### config.mk
export PLATFORM = sky130hd
export DESIGN_NAME = fault_status_regs
export DESIGN_NICKNAME = d
export VERILOG_FILES = /design/src/rtl/fault_status_pkg.sv /design/src/rtl/fault_status_regs.sv
export SDC_FILE = /design/constraint.sdc
export NUM_CORES = 1
export LEC_CHECK = 0
export ABC_CLOCK_PERIOD_IN_PS = 2500
export BUFFER_PORTS_ARGS = -buffer_cell sky130_fd_sc_hd__buf_2
export CAP_MARGIN = 20
export CORE_AREA = 2 2 57 59
export CTS_CLUSTER_SIZE = 40
export DETAILED_ROUTE_END_ITERATION = 12
export DIE_AREA = 0 0 59 61
export GPL_ROUTABILITY_DRIVEN = 0
export PLACE_DENSITY = 0.85
export SKIP_LAST_GASP = 1
export SLEW_MARGIN = 20
export SYNTH_ARGS = -nofsm -noshare
export SYNTH_HDL_FRONTEND = slang
export SYNTH_SLANG_ARGS = --single-unit
### constraint.sdc
create_clock -name I_CLK -period 2.5 [get_ports I_CLK]
set_clock_uncertainty 0.05 [all_clocks]
set_input_delay 0.25 -clock I_CLK [delete_from_list [all_inputs] [get_ports I_CLK]]
set_output_delay 0.25 -clock I_CLK [all_outputs]
set_load 0.01 [all_outputs]
### src/rtl/fault_status_pkg.sv
/*
 Constants and carrier types for the half-bridge fault status register bank.
 Assumes the serial frame decoder elsewhere delivers one decoded address/data command.
*/
package fault_status_pkg;
	// ----------------------------------------------------------------
	// Address byte layout
	// ----------------------------------------------------------------
	localparam int           ADDR_OP_POS   = 7;
	localparam int           ADDR_LAB_POS  = 1;
	localparam logic [4:0]   SEL_OC_5_8    = 5'h0E;
	localparam logic [4:0]   SEL_OL_1_4    = 5'h01;
	localparam logic [4:0]   SEL_OL_5_8    = 5'h11;
	localparam logic         ADDR_LSB_VAL  = 1'b1;
	localparam logic         OP_READ       = 1'b0;
	localparam logic         OP_CLEAR      = 1'b1;
	// ----------------------------------------------------------------
	// Reset values
	// ----------------------------------------------------------------
	localparam logic [7:0]   STAT_RST      = 8'h00;
	localparam logic [7:0]   DATA_IDLE     = 8'h00;

	// One decoded command: address byte and data byte
	typedef struct packed {
		logic [7:0] addr;
		logic [7:0] data;
	} cmd_t;

	// Fault inputs per switch: index 2k+1 high side, 2k low side
	typedef struct packed {
		logic [7:0] oc_5_8;
		logic [7:0] ol_1_4;
		logic [7:0] ol_5_8;
	} fault_t;

	typedef enum logic [1:0] {
		SEL_NONE,
		SEL_OC,
		SEL_OL_LO,
		SEL_OL_HI
	} reg_sel_t;
endpackage

### src/rtl/fault_status_regs.sv
/*
 Read/clear fault status registers for half-bridges: overcurrent 5-8, open load 1-4 and 5-8.
 Assumes a frame decoder presents each 16-bit command as a one-cycle strobe with its bytes,
 and fault detectors deliver one-cycle or level detection pulses synchronous to I_CLK.
*/
// Contract
// - The overcurrent register for bridges five to eight answers middle address bits 011 10, lowest bit one.
// - That register holds bridge 8 high/low in bits 7/6 down to bridge 5 high/low in bits 1/0.
// - An overcurrent detection sets and latches the switch's bit and turns that switch off.
// - All status bits reset to zero, meaning no error.
// - The open-load register for bridges one to four answers middle address bits 000 01, lowest bit one.
// - That register holds bridge 4 high/low in bits 7/6 down to bridge 1 high/low in bits 1/0.
// - An open-load detection sets and latches the switch's bit with no shutdown.
// - The open-load register for bridges five to eight answers middle address bits 100 01, lowest bit one.
// - That register holds bridge 8 high/low in bits 7/6 down to bridge 5 high/low in bits 1/0.
// - Address bit 7 zero reads the register, one clears it, within one two-byte command.
// - The bits are never cleared by the device itself, only by a clear command.
// - The global load-error flag is the OR of all status bits and falls when all are cleared.
`timescale 1ns/10ps
`default_nettype none
module fault_status_regs
	import fault_status_pkg::*;
(
	input  wire logic        I_CLK,
	input  wire logic        I_SYS_RST,
	input  wire logic        I_CMD_VALID,
	input  wire cmd_t        I_CMD,
	input  wire fault_t      I_FAULT,
	output logic      [7:0]  O_RD_DATA,
	output logic             O_RD_VALID,
	output logic             O_LOAD_ERR,
	output logic      [7:0]  O_OC_OFF_5_8
);
	// ----------------------------------------------------------------
	// Address decode
	// ----------------------------------------------------------------
	reg_sel_t   sel;
	logic       is_clear;
	logic [7:0] oc_r;
	logic [7:0] ol_lo_r;
	logic [7:0] ol_hi_r;
	logic [7:0] oc_nxt;
	logic [7:0] ol_lo_nxt;
	logic [7:0] ol_hi_nxt;
	logic       clr_oc;
	logic       clr_ol_lo;
	logic       clr_ol_hi;

	// Lab test bit and operation bit are don't-care for selection
	always_comb begin
		sel = SEL_NONE;
		if (I_CMD.addr[0] == ADDR_LSB_VAL) begin
			if (I_CMD.addr[6:2] == SEL_OC_5_8)
				sel = SEL_OC;
			else if (I_CMD.addr[6:2] == SEL_OL_1_4)
				sel = SEL_OL_LO;
			else if (I_CMD.addr[6:2] == SEL_OL_5_8)
				sel = SEL_OL_HI;
		end
	end

	assign is_clear  = I_CMD.addr[ADDR_OP_POS] == OP_CLEAR;
	assign clr_oc    = I_CMD_VALID && is_clear && (sel == SEL_OC);
	assign clr_ol_lo = I_CMD_VALID && is_clear && (sel == SEL_OL_LO);
	assign clr_ol_hi = I_CMD_VALID && is_clear && (sel == SEL_OL_HI);

	// ----------------------------------------------------------------
	// Latched flags
	// ----------------------------------------------------------------
	// A detection in the clear cycle wins so no event is lost
	always_comb begin
		oc_nxt    = (clr_oc ? STAT_RST : oc_r) | I_FAULT.oc_5_8;
		ol_lo_nxt = (clr_ol_lo ? STAT_RST : ol_lo_r) | I_FAULT.ol_1_4;
		ol_hi_nxt = (clr_ol_hi ? STAT_RST : ol_hi_r) | I_FAULT.ol_5_8;
	end

	// Only a clear command or I_SYS_RST removes a bit; no self-clearing path exists
	always_ff @(posedge I_CLK) begin
		if (I_SYS_RST) begin
			oc_r    <= STAT_RST;
			ol_lo_r <= STAT_RST;
			ol_hi_r <= STAT_RST;
		end else begin
			oc_r    <= oc_nxt;
			ol_lo_r <= ol_lo_nxt;
			ol_hi_r <= ol_hi_nxt;
		end
	end

	// ----------------------------------------------------------------
	// Outputs
	// ----------------------------------------------------------------
	// Shutdown follows the latched flag: the switch stays off until cleared
	always_ff @(posedge I_CLK) begin
		if (I_SYS_RST) begin
			O_OC_OFF_5_8 <= STAT_RST;
			O_LOAD_ERR   <= 1'b0;
		end else begin
			O_OC_OFF_5_8 <= oc_nxt;
			O_LOAD_ERR   <= |{oc_nxt, ol_lo_nxt, ol_hi_nxt};
		end
	end

	// Read and clear both return the pre-clear content, all eight bits at once
	always_ff @(posedge I_CLK) begin
		if (I_SYS_RST) begin
			O_RD_DATA  <= DATA_IDLE;
			O_RD_VALID <= 1'b0;
		end else begin
			O_RD_VALID <= I_CMD_VALID && (sel != SEL_NONE);
			if (I_CMD_VALID) begin
				unique case (sel)
					SEL_OC:    O_RD_DATA <= oc_r;
					SEL_OL_LO: O_RD_DATA <= ol_lo_r;
					SEL_OL_HI: O_RD_DATA <= ol_hi_r;
					SEL_NONE:  O_RD_DATA <= DATA_IDLE;
				endcase
			end
		end
	end
endmodule
`default_nettype wire

# Yosys cells after proc, flatten, opt, wreduce, memory -nomap -nowiden
# Cells that the tools add are included.
# totals
input_bits	43
elab_cells	31
ff_bits	34
out_inout_bits	18
# classes
mux	8
reduce_logical	8
n_eq_ne	6
bitwise_logic	3
# op_table
cell	count
$pmux W8 S4	1
$mux W8	3
$or A8 B8 Y8	3
$reduce_or A24 Y1	1
$mux W2	4
$eq A5 B1 Y1 const B	1
$eq A5 B4 Y1 const B	1
$eq A5 B5 Y1 const B	1
$logic_and A1 B1 Y1	5
$eq A2 B2 Y1 const B	2
$eq A2 B1 Y1 const B	1
$logic_not A2 Y1	1
$reduce_bool A2 Y1	1

# Depth between registers and ports, before layout
# logic_depth
ltp_word	10
ltp_mapped	6
depth_no_buf	4

# Worst setup path before layout
# No wires, ideal clock.
# synth_timing
path_kind	input to register
from	in I_CMD_VALID
to	reg O_LOAD_ERR
required_ps	2317
arrival_time_ps	1194
setup_slack_ps	1123
n_path_buf	2
stages	6
cell_sequence	buf_4 > and3_1 > buf_4 > nand3_2 > a2111oi_2 > a31oi_1
# synth_via
elab_chain_len	5
# synth_rtl
item	line_no	text
start, declared	fault_status_regs.sv:26	input wire logic I_CMD_VALID,
$logic_and A1 B1 Y1 (*)	fault_status_regs.sv:63, fault_status_regs.sv:64, fault_status_regs.sv:65	
$logic_and A1 B1 Y1 (on tied branches)	fault_status_regs.sv:63, fault_status_regs.sv:64, fault_status_regs.sv:65	
$mux W8 (on tied branches)	fault_status_regs.sv:72, fault_status_regs.sv:73, fault_status_regs.sv:74	
$or A8 B8 Y8 (on tied branches)	fault_status_regs.sv:72, fault_status_regs.sv:73, fault_status_regs.sv:74	
$reduce_or A24 Y1 (*)	fault_status_regs.sv:100	O_LOAD_ERR <= |{oc_nxt, ol_lo_nxt, ol_hi_nxt};
end signal, assigned	fault_status_regs.sv:100	
end, declared	fault_status_regs.sv:31	output logic O_LOAD_ERR,
# Mark *: on every way between the ends. The rest lies on a longest branch, timed or not.
# A chain may end at the register's enable or synchronous reset.

# Worst setup path in the final report
# layout_timing
from	reg ol_hi_r[4]
to	reg O_LOAD_ERR
# layout_via
elab_chain_len	3
# layout_rtl
item	line_no	text
start, declared	fault_status_regs.sv:41	logic [7:0] ol_hi_r;
start signal, assigned	fault_status_regs.sv:86	ol_hi_r <= ol_hi_nxt;
$mux W8	fault_status_regs.sv:74	ol_hi_nxt = (clr_ol_hi ? STAT_RST : ol_hi_r) | I_FAULT.ol_5_8;
$or A8 B8 Y8	fault_status_regs.sv:74	
$reduce_or A24 Y1	fault_status_regs.sv:100	
# No other way between the ends.

==> results.txt <==
* Ant. Diodes: 0
- After detailed routing, the number of vias per cell comes to 5.634.
- Horizontal die dimension: 59 um
* Hold endpoint: ol_lo_r[2]$_SDFF_PP0_
- Share of the yosys chip area belonging to registers: 47.59%
- In this run the critical register-to-register path is captured at O_LOAD_ERR$_SDFF_PP0_.
* Vias: 1369
- I/O Pins: 61
- Number of clock sinks seen by CTS: 34
- Maximum resistive drop on vdd: 0.2717 mV
* DRC marker count from the first detailed-route iteration: 59
- Power density cells: 594.7 nW/um^2
- STA classifies the critical path startpoint as a register.
- Cell taking the most area after synthesis: dfxtp_1
- STA puts the critical path data required time at 2.66 ns.
- Leak pwr: 0.7479 nW
- Path class of the lowest-slack min-delay path: in -> reg
- Worst hold path depth: 3
- Maximum number of pins on one net before global-route repair: 35
- TritonCTS created 5 clock buffers.
- The first global-routing pass estimated 5.464 mm of wire.
- Fin. Hold Viols: 0
- In this run the remaining antenna-violating nets after routing total 0.
- Dominant combinational cell family by area after synthesis: simple AND/OR/NAND/NOR gates
- Synth Area in Compound Gates: 21.61%
- After synthesis, the mean cell area works out to 8.883 um^2.
- Of all nets on the critical path, the largest fanout is 3.
* Post-Place Worst Slack: 0.7551 ns
- Commonest cells after routing, fill and taps aside: buf_2 (51), dfxtp_1 (34), nor2_1 (34), a21oi_1 (25), nor4_1 (11)
- Across all setup checks in the final design, the least slack found is 0.9305 ns.
- In this run the tightest slew margin relative to its limit is 61.15%.
- Die area: 3599 um^2
* Fraction of the mapped netlist area in adder cells: 0%
- The core region is 2953 um^2.
- HPWL after detailed placement: 2.558 mm
- Clock-pin slew was measured on the worst setup and hold paths at 0.09 ns.
* Worst-case clock buffer depth: 2
* Utilization of the core after routing: 58.43%
- Fmax: 637.1 MHz
* Global-route total usage across every layer: 20.75%
- Total overflow reported by the global router: 0
* Period Utilization, post-route: 62.78%
- Arrival time worst endpoint: 1.73 ns
* Most prevalent standard cell on the critical path: a31oi_1
- Number of buffer cells added on primary ports: 51
* Hold_buf cts: 0
* Cell count after synthesis: 161
- The mapped netlist covers 1430 um^2.
- Nets: 253
- Setup-failing EPs final: 0
* Post-synthesis cell type count: 26
* Number of optimization iterations in the first detailed-route pass: 4
- In this run the register-to-register setup slack is 0.93 ns.
- Across all hold checks on the routed design, the worst slack comes to 0.08177 ns.
* Number of placement rows: 20
* Area share of the largest cell type after synthesis: 47.59%
- After synthesis, the cell types taking the most area are dfxtp_1 (48%), nor2_1 (8.9%), a21oi_1 (8.7%), mux2i_1 (5.6%), a2bb2oi_1 (4.9%).
- The via count of the first global-routing pass is 1213.
* Worst R2R Start: ol_hi_r[4]$_SDFF_PP0_
- Most common library cell in the layout ignoring fill and taps: buf_2
* Clock tree from TritonCTS: done
- Post-route setup TNS: 0 ns
- Final critical-path required period: 1.569 ns
- Simple-gate share of the synthesized area: 21.96%
- Initial antenna violation count: 0
- At the later pin of the worst-skew pair, clock insertion delay measures 0.34 ns.
* Post-synth net total: 204
* Unrepaired setup endpoints after global routing: no
- Dividing the detail-routed wire length by the instance count gives 14.09 um.
- Die H: 61 um
- Number of setup buffers added after CTS: 0
* Crit Path Class: reg -> reg
- On the critical path, the stage with the largest delay is an instance of nor4_1.
- At the pin with the least slew margin, the transition time is 0.5828 ns.
* Number of warnings reported in the yosys synthesis log: 0
- Max Cap Viol: 0
- Run status: completed
- Mux cell area share after synthesis: 5.599%
- CP cell instances: nor4_1 > a31oi_1 > a2111oi_2 > a31oi_1
- Share of post-route cells with drive strength above 1: 29.05%
* Min-Delay Startpoint: I_FAULT[10]
* Kind of end point of the critical path: register
* Slowest Stage Delay on Critical Path: 0.52 ns
* Initial core utilization: 48.43%
* Quantity of gates resized following cts: 0
* Total wirelength of the detailed-routed design: 3.425 mm
- Final number of max-transition violations: 0
- The number of cells on the worst reg-to-reg path is 4.
* Synthesis-to-finish area growth: 20.65%
- The clock tree synthesis step divided the H-tree into 2 levels.
- Flip-flop and latch count after synthesis: 34
- XOR/XNOR share of the synthesized area: 0%
- Clock tree root driver cell: clkbuf_4
- For this run, design rule violations remaining after detail routing come to 0.
## cell usage after synthesis
library cell  count
nor3_1            2
nand3b_1          1
nand2_1           5
nor4b_4           1
o21ai_0           1
a2111oi_2         1
buf_4             3
nand4_1           1
dfxtp_1          34
and4bb_2          1
mux2i_1           8
nand3_1           2
and3_1            2
a22oi_1           2
a21oi_1          25
nand3_2           1
a2bb2oi_1         8
a211oi_1          8
nor4_1           11
buf_2             1
o22ai_1           1
buf_1             1
nor2_1           34
nand2_2           1
a31oi_1           2
clkbuf_1          4
## flip-flops by register name, summed over array words and instances (netlist names)
signal and cells:
O_LOAD_ERR 1, O_RD_VALID 1, ol_lo_r 8, ol_hi_r 8
O_OC_OFF_5_8 8, O_RD_DATA 8
## layer usage
metal  global-route usage, %  routed length, um
met5                       0                  0
met4                   9.091                 63
met3                   7.249                248
met2                   32.86               1577
met1                   25.65               1535
## stage by stage
stage	power, mW	cell area (um^2)	instances
2_1_floorplan	0.6988	1430	161
3_3_place_gp	0.7622	1680	236
3_5_place_dp	0.7653	1680	236
4_1_cts	1.031	1725	243
5_1_grt	1.090	1725	243
6_report	1.026	1725	243
## kinds of logic (layout without fill, tap and decap cells)
group / count (synthesis) / in the layout
flops: 34 / 34
buf+inv: 9 / 58
compound gates: 48 / 48
mux: 8 / 8
simple gates: 62 / 62
## how the worst max path moves through the flow
stage	from	end	slack (ns)	cells past startpoint
after CTS	ol_hi_r[4]$_SDFF_PP0_	O_LOAD_ERR$_SDFF_PP0_	0.93	4
after floorplan	I_CMD_VALID	O_LOAD_ERR$_SDFF_PP0_	1.12	6
after global placement	I_CMD_VALID	O_LOAD_ERR$_SDFF_PP0_	0.74	5
after global routing	ol_hi_r[4]$_SDFF_PP0_	O_LOAD_ERR$_SDFF_PP0_	0.81	4
final	ol_hi_r[4]$_SDFF_PP0_	O_LOAD_ERR$_SDFF_PP0_	0.93	4
after detailed placement	I_CMD_VALID	O_LOAD_ERR$_SDFF_PP0_	0.76	5
## critical path: cells and delay by family (launching register included)
family | cells | cell delay [ns]
compound gates | 3 | 0.53
simple gates | 1 | 0.52
flops | 1 | 0.34
## area by class of cell
| type | count | area (um^2) |
|---|---|---|
| Multi-Input combinational cell | 118 | 703.2 |
| Clock buffer | 7 | 45.04 |
| Tap cell | 33 | 41.29 |
| Fill cell | 274 | 1227 |
| Timing Repair Buffer | 51 | 255.2 |
| Sequential cell | 34 | 680.7 |
## report_power, final
| part | internal (mW) | switching (mW) | total (mW) |
|---|---|---|---|
| clock | 0.106 | 0.165 | 0.271 |
| sequential | 0.577 | 0.0313 | 0.608 |
| combinational | 0.0697 | 0.0776 | 0.147 |
| total | 0.752 | 0.274 | 1.03 |
No activity file was read; power rests on OpenSTA's default activity.
